**src/counter_array_regs.vh**
```
/*
 * Register offsets, field positions, reset values and timebase codes for the
 * counter array control and mode registers.
 * Assumes the including file wants plain `define macros only.
 */
// Function
// - Set overflow flag when the 16-bit counter wraps from 0xFFFF to 0x0000.
// - Hardware never clears overflow or module flags; only software writes do.
// - Request interrupt when overflow flag set and overflow interrupt enable is one.
// - Counter stops when run bit is zero, counts when one.
// - Module event sets its flag; enabled module flag requests the interrupt; code masks the module 5 flag from the interrupt while watchdog enabled.
// - Idle suspend bit one halts the whole array while CPU idles.
// - Watchdog enable runs module 5 as watchdog; resets to one.
// - Once lock is set, watchdog cannot be disabled until system reset.
// - Timebase 000 clock/12, 001 clock/4, 100 clock, 010 timer 0 overflow.
// - Timebase 011 counts falling edges of external input, at most clock/4.
// - Timebase 101 counts external clock divided by 8; codes 11x reserved.
// - While watchdog enabled, writes to other mode bits are rejected.
// - Mode bit 4 always reads zero; writes ignored.
// - Watchdog enabled forces counter running; run bit reads as software wrote it.
// - Watchdog enabled: reset when compare high equals counter high at low overflow.
// - Watchdog enabled: writing one to module 5 flag forces a watchdog reset.
`ifndef COUNTER_ARRAY_REGS_VH
`define COUNTER_ARRAY_REGS_VH

// ==================================================
// register addresses and reset values
`define CTRL_ADDR        8'hD8
`define MODE_ADDR        8'hD9
`define CTRL_RESET       8'h00
`define MODE_RESET       8'h40

// ==================================================
// field positions
`define CTRL_OVF_BIT     7
`define CTRL_RUN_BIT     6
`define CTRL_WDT_FLAG    5
`define MODE_IDLE_BIT    7
`define MODE_WATCHDOG_ENABLE_BIT_BIT    6
`define MODE_LOCK_BIT    5
`define MODE_UNUSED_BIT  4
`define MODE_TB_HI       3
`define MODE_TB_LO       1
`define MODE_IRQ_BIT     0

// ==================================================
// timebase codes and divider counts
`define TB_DIV12         3'h0
`define TB_DIV4          3'h1
`define TB_TIMER0        3'h2
`define TB_EXT_FALL      3'h3
`define TB_SYSCLK        3'h4
`define TB_EXT_DIV8      3'h5
`define DIV12_LAST       4'hB
`define DIV4_LAST        4'h3
`define EXT_DIV8_LAST    3'h7

`endif

```
**src/counter_array_control_mode_regs.v**
```verilog
/*
 * Control and mode registers of the programmable counter array, with the
 * 16-bit counter and the module 5 watchdog check.
 * Assumes a single-cycle register port: wr_en/rd address valid with data,
 * module events arrive as one-cycle pulses, module irq enables come from
 * the per-module mode registers outside this block.
 */
`include "counter_array_regs.vh"

module counter_array_control_mode_regs (
	clk,
	rst_b,
	reg_addr,
	reg_wr_en,
	reg_wr_data,
	reg_rd_data,
	module_event,
	module_irq_enable,
	timer0_overflow,
	external_count_input,
	cpu_idle,
	module5_compare_high,
	counter_value,
	counter_tick,
	counter_array_irq,
	watchdog_reset
);
	input  wire        clk;
	input  wire        rst_b;
	input  wire [7:0]  reg_addr;
	input  wire        reg_wr_en;
	input  wire [7:0]  reg_wr_data;
	output reg  [7:0]  reg_rd_data;
	input  wire [5:0]  module_event;
	input  wire [5:0]  module_irq_enable;
	input  wire        timer0_overflow;
	input  wire        external_count_input;
	input  wire        cpu_idle;
	input  wire [7:0]  module5_compare_high;
	output wire [15:0] counter_value;
	output wire        counter_tick;
	output wire        counter_array_irq;
	output reg         watchdog_reset;

	reg  [15:0] count_reg;
	reg         counter_overflow_flag;
	reg         counter_run_bit;
	reg  [5:0]  match_flag_reg;
	reg         idle_suspend_bit;
	reg         watchdog_enable_bit;
	reg         watchdog_lock_bit;
	reg  [2:0]  timebase_select_reg;
	reg         overflow_irq_enable;
	reg  [5:0]  match_flag_next;
	reg         overflow_next;

	wire        ctrl_wr;
	wire        mode_wr;
	wire        suspended;
	wire        run_effective;
	wire        tick;
	wire        wrap;
	wire        low_wrap;
	wire        wdt_match_fire;
	wire        wdt_force_fire;

	// ==================================================
	// decode and counter control
	assign ctrl_wr = reg_wr_en & (reg_addr == `CTRL_ADDR);
	assign mode_wr = reg_wr_en & (reg_addr == `MODE_ADDR);

	assign suspended     = idle_suspend_bit & cpu_idle;
	assign run_effective = (counter_run_bit | watchdog_enable_bit) & ~suspended;

	timebase_select u_timebase (
		.clk                  (clk),
		.rst_b                (rst_b),
		.select               (timebase_select_reg),
		.run                  (run_effective),
		.timer0_overflow      (timer0_overflow),
		.external_count_input (external_count_input),
		.tick                 (tick)
	);

	assign counter_tick  = tick;
	assign counter_value = count_reg;
	assign wrap          = tick & (count_reg == 16'hFFFF);
	assign low_wrap      = tick & (count_reg[7:0] == 8'hFF);

	// ==================================================
	// watchdog trigger conditions
	assign wdt_match_fire = watchdog_enable_bit & low_wrap &
		(module5_compare_high == count_reg[15:8]);
	assign wdt_force_fire = watchdog_enable_bit & ctrl_wr &
		reg_wr_data[`CTRL_WDT_FLAG];

	// the counter itself
	always @(posedge clk) begin
		if (!rst_b)
			count_reg <= 16'h0000;
		else if (tick)
			count_reg <= count_reg + 16'h0001;
	end

	// ==================================================
	// flag next-state: software write loads, hardware event sets on top,
	// so an event in the same cycle as a clear is never lost
	always @* begin
		overflow_next   = counter_overflow_flag;
		match_flag_next = match_flag_reg;
		if (ctrl_wr) begin
			overflow_next   = reg_wr_data[`CTRL_OVF_BIT];
			match_flag_next = reg_wr_data[5:0];
		end
		if (wrap)
			overflow_next = 1'b1;
		match_flag_next = match_flag_next | (module_event & ~suspended_mask(suspended));
	end

	// events are masked while the array is suspended in idle
	function [5:0] suspended_mask;
		input s;
		begin
			suspended_mask = {6{s}};
		end
	endfunction

	// control register
	always @(posedge clk) begin
		if (!rst_b) begin
			counter_overflow_flag <= 1'b0;
			counter_run_bit       <= 1'b0;
			match_flag_reg        <= 6'h00;
		end else begin
			counter_overflow_flag <= overflow_next;
			match_flag_reg        <= match_flag_next;
			if (ctrl_wr)
				counter_run_bit <= reg_wr_data[`CTRL_RUN_BIT];
		end
	end

	// ==================================================
	// mode register; enable locked on by the lock bit
	always @(posedge clk) begin
		if (!rst_b) begin
			idle_suspend_bit    <= 1'b0;
			watchdog_enable_bit <= 1'b1;
			watchdog_lock_bit   <= 1'b0;
			timebase_select_reg <= `TB_DIV12;
			overflow_irq_enable <= 1'b0;
		end else if (mode_wr) begin
			// lock or enable high means the watchdog is on
			if (!watchdog_lock_bit)
				watchdog_enable_bit <= reg_wr_data[`MODE_WATCHDOG_ENABLE_BIT_BIT] |
					reg_wr_data[`MODE_LOCK_BIT];
			// other bits change only while the watchdog is off
			if (!watchdog_enable_bit) begin
				idle_suspend_bit    <= reg_wr_data[`MODE_IDLE_BIT];
				watchdog_lock_bit   <= reg_wr_data[`MODE_LOCK_BIT];
				timebase_select_reg <= reg_wr_data[`MODE_TB_HI:`MODE_TB_LO];
				overflow_irq_enable <= reg_wr_data[`MODE_IRQ_BIT];
			end
		end
	end

	// watchdog reset is a one-cycle registered pulse
	always @(posedge clk) begin
		if (!rst_b)
			watchdog_reset <= 1'b0;
		else
			watchdog_reset <= wdt_match_fire | wdt_force_fire;
	end

	// ==================================================
	// interrupt request; module 5 excluded from irq while it is the watchdog
	assign counter_array_irq = (counter_overflow_flag & overflow_irq_enable) |
		(|(match_flag_reg & module_irq_enable &
		   {~watchdog_enable_bit, 5'h1F}));

	// read mux; bit 4 of the mode register is hard zero
	always @* begin
		if (reg_addr == `CTRL_ADDR)
			reg_rd_data = {counter_overflow_flag, counter_run_bit, match_flag_reg};
		else if (reg_addr == `MODE_ADDR)
			reg_rd_data = {idle_suspend_bit, watchdog_enable_bit, watchdog_lock_bit,
				1'b0, timebase_select_reg, overflow_irq_enable};
		else
			reg_rd_data = 8'h00;
	end
endmodule // counter_array_control_mode_regs

```
**src/timebase_select.v**
```verilog
/*
 * Timebase pulse generator: produces one-cycle count enables from the
 * selected source.
 * Assumes external input and timer 0 overflow are synchronous to clk.
 */
`include "counter_array_regs.vh"

module timebase_select (
	clk,
	rst_b,
	select,
	run,
	timer0_overflow,
	external_count_input,
	tick
);
	input  wire       clk;
	input  wire       rst_b;
	input  wire [2:0] select;
	input  wire       run;
	input  wire       timer0_overflow;
	input  wire       external_count_input;
	output wire       tick;

	reg  [3:0] div_reg;
	reg        ext_last_reg;
	reg  [2:0] ext_div_reg;
	reg        sel_tick;
	wire       ext_fall;

	// ==================================================
	// prescaler and edge detection
	assign ext_fall = ext_last_reg & ~external_count_input;

	// prescaler free-runs so that a gated counter resumes on the same grid
	always @(posedge clk) begin
		if (!rst_b) begin
			div_reg      <= 4'h0;
			ext_last_reg <= 1'b1;
			ext_div_reg  <= 3'h0;
		end else begin
			ext_last_reg <= external_count_input;
			if (div_reg == `DIV12_LAST)
				div_reg <= 4'h0;
			else
				div_reg <= div_reg + 4'h1;
			if (ext_fall)
				ext_div_reg <= ext_div_reg + 3'h1;
		end
	end

	// source mux; reserved codes give no ticks
	always @* begin
		case (select)
		`TB_DIV12:    sel_tick = (div_reg == `DIV12_LAST);
		`TB_DIV4:     sel_tick = ({2'h0, div_reg[1:0]} == `DIV4_LAST);
		`TB_TIMER0:   sel_tick = timer0_overflow;
		`TB_EXT_FALL: sel_tick = ext_fall;
		`TB_SYSCLK:   sel_tick = 1'b1;
		`TB_EXT_DIV8: sel_tick = ext_fall & (ext_div_reg == `EXT_DIV8_LAST);
		default:      sel_tick = 1'b0;
		endcase
	end

	assign tick = sel_tick & run;
endmodule // timebase_select

```
**config.mk**
```make
export PLATFORM = sky130hd
export DESIGN_NAME = counter_array_control_mode_regs
export DESIGN_NICKNAME = d
export VERILOG_FILES = /design/src/counter_array_control_mode_regs.v /design/src/timebase_select.v
export VERILOG_INCLUDE_DIRS = /design/src
export SDC_FILE = /design/constraint.sdc
export NUM_CORES = 1
export LEC_CHECK = 0
export BUFFER_PORTS_ARGS = -buffer_cell sky130_fd_sc_hd__buf_2
export CORE_MARGIN = 10
export CORE_UTILIZATION = 45
export DETAILED_ROUTE_END_ITERATION = 12
export PLACE_DENSITY = 0.77
export SETUP_SLACK_MARGIN = 0.4
export SYNTH_ARGS = -nofsm -noshare
export SYNTH_HDL_FRONTEND = slang
export SYNTH_SLANG_ARGS = --single-unit
```
**constraint.sdc**
```tcl
create_clock -name clk -period 1.6 [get_ports clk]
set_input_delay 0.08 -clock clk [delete_from_list [all_inputs] [get_ports clk]]
set_output_delay 0.08 -clock clk [all_outputs]
set_load 0.02 [all_outputs]
```
==> results of run 1 <==
## through the flow
stage,utilization (%),TNS (ps),instance area [sq um],instances
final,72.84,-4575,3172,395
after global routing,72.84,-6419,3172,395
after CTS,68.25,-3453,2972,389
after detailed placement,61.67,-2875,2685,372
after global placement,61.67,-2261,2685,372
after floorplan,-,-548.3,2078,227
## power breakdown
group | total, W | switching, W | internal, W
clock network | 0.000921 | 0.000370 | 0.000551
logic | 0.000205 | 0.0000967 | 0.000108
registers | 0.00104 | 0.0000187 | 0.00102
## cells by family (layout without fill, tap and decap cells)
family,Yosys count,count (layout),synth area share [%]
simple gates,88,88,24.54
flops,40,40,39.65
buf+inv,16,132,3.222
compound gates,49,49,16.05
mux,17,17,8.426
xor+xnor,13,13,5.638
fa+ha+maj,4,4,2.478
## area by class of cell
class                      instances  area [sq um]
tap                               52         65.06
multi-input combinational        171          1324
inverter                           7         26.28
timing repair buffer             117         814.5
clock buffer                       7         96.34
sequential                        40         815.8
clock inverter                     1         30.03
fill                             313          1182
## placed cells by master, fill, tap and decap left out, drive strengths merged
cell type	n
nor4	3
nand3b	3
or3	11
o21bai	1
o211ai	1
inv	6
xor2	4
a22o	7
nand4	7
o22a	1
nor2	21
a211oi	1
nor3	3
dlygate4sd3	1
a221oi	2
clkbuf	7
clkinv	1
o21ai	11
nand2b	1
and3	3
bufinv	1
o31ai	3
a21oi	20
ha	4
and2b	1
buf	116
mux2i	17
a22oi	2
nand4b	2
nor3b	1
and3b	1
nand2	21
nand4bb	1
xnor2	9
dfxtp	40
nand3	5
and2	1
or4	3
## metal layers
metal  vias up  wire length [um]  track usage (%)
li1       1057                 -                -
met1      1006              2720            18.42
met2        57              3243            27.65
met3         6               418            5.524
met4         0                63            5.596
met5         -                 0                0
## repair_timing
item / in CTS / in global routing
endpoints found under the hold margin: 1 / 0
hold buffers: 1 / 0
pin swaps: 7 / 25
setup endpoints to repair: 21 / 35
buffers inserted: 7 / 6
cloned: 1 / 0
gates resized for setup: 29 / 38
## worst paths after layout
path                               endpoint  slack, ps  depth (start not counted)
max                            counter_tick       -370                          8
min            match_flag_reg[0]$_SDFF_PN0_         30                          3
max reg2reg  counter_value[15]$_SDFFE_PN0P_       -370                          7
min reg2reg   counter_value[1]$_SDFFE_PN0P_        480                          2
## worst max-delay path: cells and delay by family (launching register included)
| kind | cells | cell delay, ps |
|---|---|---|
| AO/OA/AOI/OAI | 1 | 260 |
| adder cells (fa/ha/maj) | 2 | 300 |
| buffers and inverters | 3 | 390 |
| flip-flops | 1 | 350 |
| AND/OR/NAND/NOR | 2 | 300 |
==> run summary, run 1 <==
PLACEMENT
------------------------------------------------------------------------------------------------------
DPL Wire Length                                                                                4456 um
Count of buffers from port buffering                                                                68
Post-placement setup slack                                                                   -280.9 ps
Final RePlAce weighted congestion                                                               0.8464

POWER AND IR DROP
------------------------------------------------------------------------------------------------------
Worst vdd rail ir drop                                                                     0.0005280 V
Power density cells                                                                       681.5 mW/mm^2
Total Power                                                                                 0.002162 W
Static leakage power                                                                          1.344 nW

LOGIC SYNTHESIS
------------------------------------------------------------------------------------------------------
Cell type with the largest total area after synthesis                                          dfxtp_1
Area share of the leading cell type in the synthesized netlist                                  39.65%
Count of unique library cells instantiated by Yosys                                                 42
Total number of yosys warnings                                                                       0
Mapped Avg Cell Area                                                                       8.896 sq um
Most common cell in the synthesized netlist                                                    dfxtp_1
Count of flip-flops with a built-in enable after synthesis                                           0
Cell area after technology mapping                                                        0.002019 sq mm
Synthesized instance count                                                                         227
Number of storage elements in the synthesis netlist                                                 40
Share of the yosys chip area belonging to registers                                             39.65%
Post-synthesis async set-or-reset flop share                                                        0%
Main flop type after synthesis                                                                 dfxtp_1
Top cells by instance count after synthesis                                               dfxtp_1 (40), nand2_1 (21), nor2_1 (21)
Synth Net Count                                                                                    273
Ranking of synthesized cells by area                                                      dfxtp_1 (40%), mux2i_1 (8.4%), a21oi_1 (5.0%)

CELLS AND AREA
------------------------------------------------------------------------------------------------------
Final Net Count                                                                                    388
Area growth, synth to finish                                                                    57.06%
Fraction of final layout cells with drive strength greater than 1                               48.69%
Max reg flops                                                                                       16
Antenna Cells                                                                                        0

DIE
------------------------------------------------------------------------------------------------------
Core box area                                                                             0.004354 sq mm
Number of cell rows                                                                                 24
Die ar.                                                                                   0.007567 sq mm
Die W                                                                                         86.99 um
Initial core utilization                                                                        46.38%
Number of top-level pins                                                                            69
Height of the die                                                                             86.99 um

ROUTE
------------------------------------------------------------------------------------------------------
Post-detailed-routing wire length                                                              6445 um
Mean number of vias per cell                                                                     5.382
Iteration-0 DRC count of the detailed router                                                        87
Drt drc                                                                                              0
Average routed wire per standard cell                                                         16.32 um
Total via count after detailed routing                                                            2126
First-pass iteration count of the detailed router                                                    4
Count of nets left with antenna violations after detail routing                                      0

CLOCK NETWORK
------------------------------------------------------------------------------------------------------
Cts bufs inserted                                                                                    5
CTS tree                                                                                          done
Cell chosen for the clock root                                                                clkbuf_8
Clock transition at the register clock pins on the worst setup and hold paths after CTS          90 ps
Latest clock arrival within the worst-skew pair                                                 300 ps
H-Tree Level Count                                                                                   2
Clk sink count                                                                                      40
Max clock buf depth                                                                                  2

FLOW RUN
------------------------------------------------------------------------------------------------------
Max Cap Viol                                                                                         0

TIMING
------------------------------------------------------------------------------------------------------
Headroom to the max-slew limit                                                                  78.06%
Minimum clock period after layout                                                              1974 ps
Max-slew violation count                                                                             0
Minimum hold slack                                                                            33.39 ps
Post-route fraction of the period consumed by the critical path                                 123.4%
Worst Clk Skew                                                                                11.82 ps
Count of endpoints failing hold in the final timing report                                           0
Number of setup violations in the final report                                                      18
PnR worst setup slack                                                                        -374.4 ps
Unrepaired setup endpoints after global routing                                                    yes
Highest attainable clock frequency                                                          0.5065 GHz
Transition time at the pin with the least slew margin                                         329.1 ps

CRITICAL PATH
------------------------------------------------------------------------------------------------------
First element of the critical path                                                        u_timebase.ext_div_reg[1]$_SDFFE_PN0P_
Max Fanout on Critical Path                                                                          3
Critical path data required time                                                               1520 ps
Nature of the critical path endpoint                                                      primary output
Endpoint arrival time on the critical path                                                     1890 ps
Reg-to-reg critical path startpoint                                                       u_timebase.ext_div_reg[1]$_SDFFE_PN0P_
Cell-by-cell listing of the critical path                                                 ha_4 -> ha_4 -> and3b_1 -> o22a_1 -> buf_4 -> buf_6 -> and3_4 -> buf_6
Kind of critical path                                                                       reg -> out
Cell type of the slowest stage on the worst timing path                                        dfxtp_2
Category of the worst setup path launch point                                                flip-flop
CP peak stage delay                                                                             350 ps

RUN STATUS
------------------------------------------------------------------------------------------------------
Outcome                                                                                   finished, violations left
Violated checks                                                                           setup timing

GLOBAL ROUTE
------------------------------------------------------------------------------------------------------
Antenna violations before repair                                                                     0
Via count of the first global-routing pass                                                        2254
Global-route usage over all layers                                                              16.26%
Pin count of the biggest net entering global routing                                                30
Congestion Overflow GR                                                                               0
Wire length of the first global-routing pass                                                  10320 um

WORST HOLD PATH
------------------------------------------------------------------------------------------------------
Min-delay worst type                                                                         in -> reg
Launch point of the worst hold path                                                       module_event[0]

(Power assumes the default switching activity.)
==> inputs of run 2 (changes only) <==
--- a/config.mk
+++ b/config.mk
@@ -8,9 +8,9 @@
 export LEC_CHECK = 0
 export BUFFER_PORTS_ARGS = -buffer_cell sky130_fd_sc_hd__buf_2
 export CORE_MARGIN = 10
-export CORE_UTILIZATION = 45
+export CORE_UTILIZATION = 35
 export DETAILED_ROUTE_END_ITERATION = 12
-export PLACE_DENSITY = 0.77
+export PLACE_DENSITY = 0.62
 export SETUP_SLACK_MARGIN = 0.4
 export SYNTH_ARGS = -nofsm -noshare
 export SYNTH_HDL_FRONTEND = slang
==> run 2 against run 1 <==
Effect of this change:
- the run still ends with setup timing left
- maximum frequency rose by 3.9%
- clock-buffer cell count fell by 1
- first-iteration DRC count decreased by 29%
- non-clock buffer count unchanged
- register-to-register slack improved by 70 ps
- utilization decreased by 16 points
- worst setup slack better by 75 ps
- combinational power about the same
- routed wire length is 2.5% lower
- critical path type is now reg -> reg
- critical endpoint is now counter_value[12]$_SDFFE_PN0P_
- largest cell class unchanged
==> run summary, run 2 (synthesis results as in run 1) <==
DIE
------------------------------------------------------------------------------------------------------
Number of top-level pins                                                                            69
Height of the die                                                                             95.96 um
Core box area                                                                             0.005540 sq mm
Die W                                                                                         95.96 um
Number of cell rows                                                                                 27
Die ar.                                                                                   0.009208 sq mm
Initial core utilization                                                                        36.45%

ROUTE
------------------------------------------------------------------------------------------------------
Post-detailed-routing wire length                                                              6281 um
Drt drc                                                                                              0
Total via count after detailed routing                                                            2112
Mean number of vias per cell                                                                     5.089
Count of nets left with antenna violations after detail routing                                      0
Iteration-0 DRC count of the detailed router                                                        62
First-pass iteration count of the detailed router                                                    4
Average routed wire per standard cell                                                         15.13 um

POWER AND IR DROP
------------------------------------------------------------------------------------------------------
Static leakage power                                                                          1.341 nW
Combinational share of power                                                                      9.6%
Int Pwr                                                                                     0.001637 W
Clock Power Share                                                                                41.7%
Net switching power                                                                        0.0004942 W
Power density cells                                                                       671.4 mW/mm^2
Sequential cell fraction of total power                                                          48.7%
Fraction of power spent switching nets                                                          23.19%
Worst vdd rail ir drop                                                                     0.0004346 V
Total Power                                                                                 0.002131 W

CRITICAL PATH
------------------------------------------------------------------------------------------------------
Cell-by-cell listing of the critical path                                                 ha_4 -> ha_4 -> and3b_1 -> o22a_1 -> buf_6 -> nand4b_4 -> buf_6 -> or3_4 -> a21oi_2
CP peak stage delay                                                                             370 ps
Critical path data required time                                                               1830 ps
Cell type of the slowest stage on the worst timing path                                        dfxtp_2
Nature of the critical path endpoint                                                         flip-flop
Endpoint arrival time on the critical path                                                     2130 ps
Max Fanout on Critical Path                                                                          5
Category of the worst setup path launch point                                                flip-flop
Kind of critical path                                                                       reg -> reg

CLOCK NETWORK
------------------------------------------------------------------------------------------------------
Clock transition at the register clock pins on the worst setup and hold paths after CTS          80 ps
H-Tree Level Count                                                                                   2
Latest clock arrival within the worst-skew pair                                                 290 ps
Max clock buf depth                                                                                  2
Cell chosen for the clock root                                                                clkbuf_8
Cts bufs inserted                                                                                    5
CTS tree                                                                                          done
Clk sink count                                                                                      40

TIMING
------------------------------------------------------------------------------------------------------
Transition time at the pin with the least slew margin                                         313.5 ps
Count of endpoints failing hold in the final timing report                                           0
Minimum clock period after layout                                                              1900 ps
Number of setup violations in the final report                                                      18
Post-route fraction of the period consumed by the critical path                                 118.7%
Worst Clk Skew                                                                                5.712 ps
Post-Route Setup TNS                                                                          -4546 ps
PnR worst setup slack                                                                        -299.8 ps
Unrepaired setup endpoints after global routing                                                    yes
Headroom to the max-slew limit                                                                  79.10%
Highest attainable clock frequency                                                          0.5264 GHz
Max-slew violation count                                                                             0

CELLS AND AREA
------------------------------------------------------------------------------------------------------
Layout filler cell count                                                                           512
Max reg flops                                                                                       16
Fraction of final layout cells with drive strength greater than 1                               48.40%
Final Net Count                                                                                    388
Area of all placed cells without fillers                                                  0.003174 sq mm
Area growth, synth to finish                                                                    57.19%
Most common library cell in the layout ignoring fill and taps                                    buf_2
Antenna Cells                                                                                        0
Highest-count cells in the layout ignoring fill and taps                                  buf_2 (58), buf_4 (39), dfxtp_1 (29)

GLOBAL ROUTE
------------------------------------------------------------------------------------------------------
Antenna violations before repair                                                                     0
Via count of the first global-routing pass                                                        2225
Congestion Overflow GR                                                                               0
Global-route usage over all layers                                                              13.63%
Wire length of the first global-routing pass                                                  10180 um
Pin count of the biggest net entering global routing                                                18

WORST HOLD PATH
------------------------------------------------------------------------------------------------------
Min-delay worst type                                                                         in -> reg

PLACEMENT
------------------------------------------------------------------------------------------------------
Final RePlAce weighted congestion                                                               0.8378
DPL Wire Length                                                                                4654 um
Post-placement setup slack                                                                   -274.8 ps
Cell area after placement                                                                 0.002740 sq mm
Count of buffers from port buffering                                                                68

FLOW RUN
------------------------------------------------------------------------------------------------------
Max Cap Viol                                                                                         0

RUN STATUS
------------------------------------------------------------------------------------------------------
Violated checks                                                                           setup timing
Outcome                                                                                   finished, violations left

[run 2: final timing paths]
| kind | from | end | slack, ps | depth (start not counted) |
|---|---|---|---|---|
| setup / recovery | u_timebase.ext_div_reg[0]$_SDFFE_PN0P_ | counter_value[12]$_SDFFE_PN0P_ | -300 | 9 |
| hold / removal | module_event[1] | match_flag_reg[1]$_SDFF_PN0_ | 20 | 3 |
| setup reg to reg | u_timebase.ext_div_reg[0]$_SDFFE_PN0P_ | counter_value[12]$_SDFFE_PN0P_ | -300 | 9 |
| hold reg to reg | watchdog_lock_bit$_SDFFE_PN0P_ | watchdog_lock_bit$_SDFFE_PN0P_ | 540 | 2 |
[run 2: worst max-delay path, delay by kind of cell (launching register included)]
| kind | cells | cell delay, ps |
|---|---|---|
| adders and majority gates | 2 | 260 |
| DFF | 1 | 370 |
| AOI/OAI and AO/OA | 2 | 320 |
| buffers and inverters | 2 | 280 |
| and+or+nand+nor | 3 | 600 |
[run 2: final cells by class]
cell class	count	area (sq um)	share of cell area (%)
multi-input combinational	171	1311	41.31
tap	72	90.09	2.838
sequential	40	817.0	25.74
clock inverter	2	38.79	1.222
clock buffer	6	82.58	2.602
timing repair buffer	117	808.3	25.46
inverter	7	26.28	0.8278
[run 2: through the flow]
step                util (%)  instances  hold slack [ps]
floorplan                  -        227            181.5
global placement       49.46        396            311.8
finish                 57.29        415            15.88
CTS                    54.86        411            3.834
global route           57.29        415            21.38
detailed placement     49.46        396            319.5
[run 2: power by group through the flow]
stage / clock (W) / combinational (W) / sequential (W)
CTS: 0.000899 / 0.000201 / 0.00104
detailed placement: 0 / 0.000186 / 0.00106
global placement: 0 / 0.000182 / 0.00106
finish: 0.000889 / 0.000204 / 0.00104
floorplan: 0 / 0.0000864 / 0.00105
global route: 0.000949 / 0.000225 / 0.00104
[run 2: per-layer routing]
layer  global-route usage [%]  share of wire (%)  routed length [um]  vias to the layer above
met5                        0                  0                   0                        -
met4                    4.054               0.99                  62                        0
met3                    3.658                6.6                 415                        7
met2                    23.14                 47                2944                       60
met1                    16.48                 46                2858                      992
li1                         -                  -                   -                     1053
[run 2: what timing repair did]
item	CTS	global route
hold endpoints to repair	0	0
hold buffers	0	0
gates cloned	1	0
buffers inserted	6	4
pin swaps	14	25
setup endpoints to repair	24	33
resized for setup	31	30
==> inputs of run 3 (changes only) <==
--- a/config.mk
+++ b/config.mk
@@ -10,8 +10,7 @@
 export CORE_MARGIN = 10
 export CORE_UTILIZATION = 35
 export DETAILED_ROUTE_END_ITERATION = 12
-export PLACE_DENSITY = 0.62
-export SETUP_SLACK_MARGIN = 0.4
+export PLACE_DENSITY = 0.6
 export SYNTH_ARGS = -nofsm -noshare
 export SYNTH_HDL_FRONTEND = slang
 export SYNTH_SLANG_ARGS = --single-unit
==> constraint.sdc (replaced) <==
create_clock -name clk -period 2.39 [get_ports clk]
set_input_delay 0.1195 -clock clk [delete_from_list [all_inputs] [get_ports clk]]
set_output_delay 0.1195 -clock clk [all_outputs]
set_load 0.02 [all_outputs]
==> run 3 against run 2 <==
Effect of this change:
- the flow now finishes without violations
- first-iteration DRC count grew 8.1%
- clock-buffer cell count is the same
- maximum frequency shrank 5.4%
- routed wire length shrank 14%
- utilization shrank 11 points
- clock skew grew 0.65 ps
- flip-flop and latch count is the same
- register-to-register slack gained 680 ps
- highest routed layer unchanged
==> run summary, run 3 (synthesis results as in run 1) <==
PLACEMENT
------------------------------------------------------------------------------------------------------
Cell area after placement                                                                 0.002455 sq mm
Count of buffers from port buffering                                                                68
Post-placement setup slack                                                                    396.6 ps
Final RePlAce weighted congestion                                                               0.7731
DPL Wire Length                                                                                4244 um

CLOCK NETWORK
------------------------------------------------------------------------------------------------------
Number of setup buffers added after CTS                                                              0
Hold_buf cts                                                                                         0
Cell chosen for the clock root                                                                clkbuf_8
CTS tree                                                                                          done
H-Tree Level Count                                                                                   2
Clk sink count                                                                                      40
Max clock buf depth                                                                                  2
Latest clock arrival within the worst-skew pair                                                 290 ps
Cells resized by post-CTS repair                                                                     0
Clock transition at the register clock pins on the worst setup and hold paths after CTS          80 ps
Cts bufs inserted                                                                                    5

CRITICAL PATH
------------------------------------------------------------------------------------------------------
Critical path data required time                                                               2620 ps
CP peak stage delay                                                                             500 ps
Category of the worst setup path launch point                                                flip-flop
Kind of critical path                                                                       reg -> reg
Register-to-register setup slack                                                                380 ps
Crit Reg-Reg Endpoint                                                                     counter_value[10]$_SDFFE_PN0P_
R2r worst-path depth                                                                                 7
Nature of the critical path endpoint                                                         flip-flop
Cell type of the slowest stage on the worst timing path                                          or4_1
Most common cell type on the critical path                                                        ha_1
Cell-by-cell listing of the critical path                                                 ha_1 -> ha_1 -> and3b_1 -> o22a_1 -> nand4b_2 -> or4_1 -> a21oi_1
Max Fanout on Critical Path                                                                         14
Endpoint arrival time on the critical path                                                     2240 ps
Reg-to-reg critical path startpoint                                                       u_timebase.ext_div_reg[0]$_SDFFE_PN0P_

ROUTE
------------------------------------------------------------------------------------------------------
Average routed wire per standard cell                                                         14.60 um
Uppermost metal layer occupied by signal nets                                                     met4
Drt drc                                                                                              0
Iteration-0 DRC count of the detailed router                                                        67
Mean number of vias per cell                                                                     5.078
Total via count after detailed routing                                                            1884
Routed length on met1                                                                          2377 um
Met3 routed WL                                                                                  534 um
Count of nets left with antenna violations after detail routing                                      0
Met2 wire len                                                                                  2436 um
First-pass iteration count of the detailed router                                                    4
Post-detailed-routing wire length                                                              5415 um

POWER AND IR DROP
------------------------------------------------------------------------------------------------------
Static leakage power                                                                          1.071 nW
Total Power                                                                                 0.001342 W
Worst vdd rail ir drop                                                                     0.0002280 V
Power density cells                                                                       523.5 mW/mm^2

WORST HOLD PATH
------------------------------------------------------------------------------------------------------
Hold path endpoint                                                                        u_timebase.ext_last_reg$_SDFF_PN1_
Launch point of the worst hold path                                                       external_count_input
Worst Hold Path Cells                                                                                2
Min-delay worst type                                                                         in -> reg

TIMING
------------------------------------------------------------------------------------------------------
Worst Clk Skew                                                                                6.365 ps
Post-Route Setup TNS                                                                              0 ps
Count of endpoints failing hold in the final timing report                                           0
Minimum hold slack                                                                            39.52 ps
Post-route fraction of the period consumed by the critical path                                 84.05%
Headroom to the max-slew limit                                                                  60.39%
PnR worst setup slack                                                                         381.1 ps
Highest attainable clock frequency                                                          0.4978 GHz
Number of setup violations in the final report                                                       0
Max-slew violation count                                                                             0
Minimum clock period after layout                                                              2009 ps
Unrepaired setup endpoints after global routing                                                     no
Transition time at the pin with the least slew margin                                         589.8 ps

CELLS AND AREA
------------------------------------------------------------------------------------------------------
Antenna Cells                                                                                        0
Area of the multi-input gates                                                             0.001160 sq mm
Area occupied by registers                                                                 800.8 sq um
Area of all placed cells without fillers                                                  0.002562 sq mm
Layout filler cell count                                                                           595
Max reg flops                                                                                       16
Highest-count cells in the layout ignoring fill and taps                                  buf_2 (68), dfxtp_1 (40), nand2_1 (21), nor2_1 (21), a21oi_1 (20)
Final Net Count                                                                                    344
Most common library cell in the layout ignoring fill and taps                                    buf_2
Fraction of final layout cells with drive strength greater than 1                               29.43%
Area growth, synth to finish                                                                    26.89%

DIE
------------------------------------------------------------------------------------------------------
Number of top-level pins                                                                            69
Initial core utilization                                                                        36.45%
Die W                                                                                         95.96 um
Die ar.                                                                                   0.009208 sq mm
Core box area                                                                             0.005540 sq mm
Number of cell rows                                                                                 27
Height of the die                                                                             95.96 um

GLOBAL ROUTE
------------------------------------------------------------------------------------------------------
Antenna violations before repair                                                                     0
Via count of the first global-routing pass                                                        1855
Congestion Overflow GR                                                                               0
Global-route usage over all layers                                                              12.13%
Wire length of the first global-routing pass                                                   8997 um
Pin count of the biggest net entering global routing                                                30

FLOW RUN
------------------------------------------------------------------------------------------------------
Max Cap Viol                                                                                         0

RUN STATUS
------------------------------------------------------------------------------------------------------
Outcome                                                                                      completed

run 3: changes by cell type in the layout (fill, tap and decap cells not counted), moves of 4 or more:
cell     delta
dfxtp_1    +11
buf_2      +10
a21oi_2     -4
buf_6      -20
dfxtp_2    -10
buf_4      -34
a21oi_1     +4
run 3: per-stage QoR:
stage          instances  utilization [%]
3_3_place_gp         363            44.31
2_1_floorplan        227                -
3_5_place_dp         363            44.31
6_report             371            46.25
5_1_grt              371            46.25
4_1_cts              371            46.25
run 3: final cells by class:
type	instances	share of cell area, %
Clock inverter	2	1.367
Multi-Input combinational cell	171	45.26
Inverter	7	1.025
Clock buffer	6	2.832
Timing Repair Buffer	73	14.75
Sequential cell	40	31.25
Tap cell	72	3.516
run 3: where the power goes:
part | switching [W] | internal [W] | total (W)
Combinational | 0.0000530 | 0.0000533 | 0.000106
Sequential | 0.0000112 | 0.000682 | 0.000693
Clock | 0.000232 | 0.000310 | 0.000542
Total | 0.000297 | 0.00105 | 0.00134
run 3: how the worst max path moves through the flow:
| stage | startpoint | to | slack (ps) | depth (start not counted) |
|---|---|---|---|---|
| 2_1_floorplan | counter_value[4]$_SDFFE_PN0P_ | counter_overflow_flag$_SDFFE_PN0P_ | 630 | 5 |
| 6_report | u_timebase.ext_div_reg[0]$_SDFFE_PN0P_ | counter_value[10]$_SDFFE_PN0P_ | 380 | 7 |
| 3_5_place_dp | u_timebase.ext_div_reg[0]$_SDFFE_PN0P_ | counter_value[9]$_SDFFE_PN0P_ | 400 | 8 |
| 3_3_place_gp | u_timebase.ext_div_reg[0]$_SDFFE_PN0P_ | counter_overflow_flag$_SDFFE_PN0P_ | 450 | 7 |
| 4_1_cts | u_timebase.ext_div_reg[0]$_SDFFE_PN0P_ | counter_value[9]$_SDFFE_PN0P_ | 370 | 8 |
| 5_1_grt | u_timebase.ext_div_reg[0]$_SDFFE_PN0P_ | counter_value[10]$_SDFFE_PN0P_ | 210 | 7 |
run 3: routing by layer:
layer	track usage, %	vias to the layer above
li1	-	967
met1	14.51	853
met2	19.86	60
met3	3.969	4
met4	4.423	0
met5	0	-
run 3: critical path: cells and delay by family (launching register included):
family	cells	cell delay, ps
simple gates	3	970
fa+ha+maj	2	270
compound gates	2	340
flops	1	350
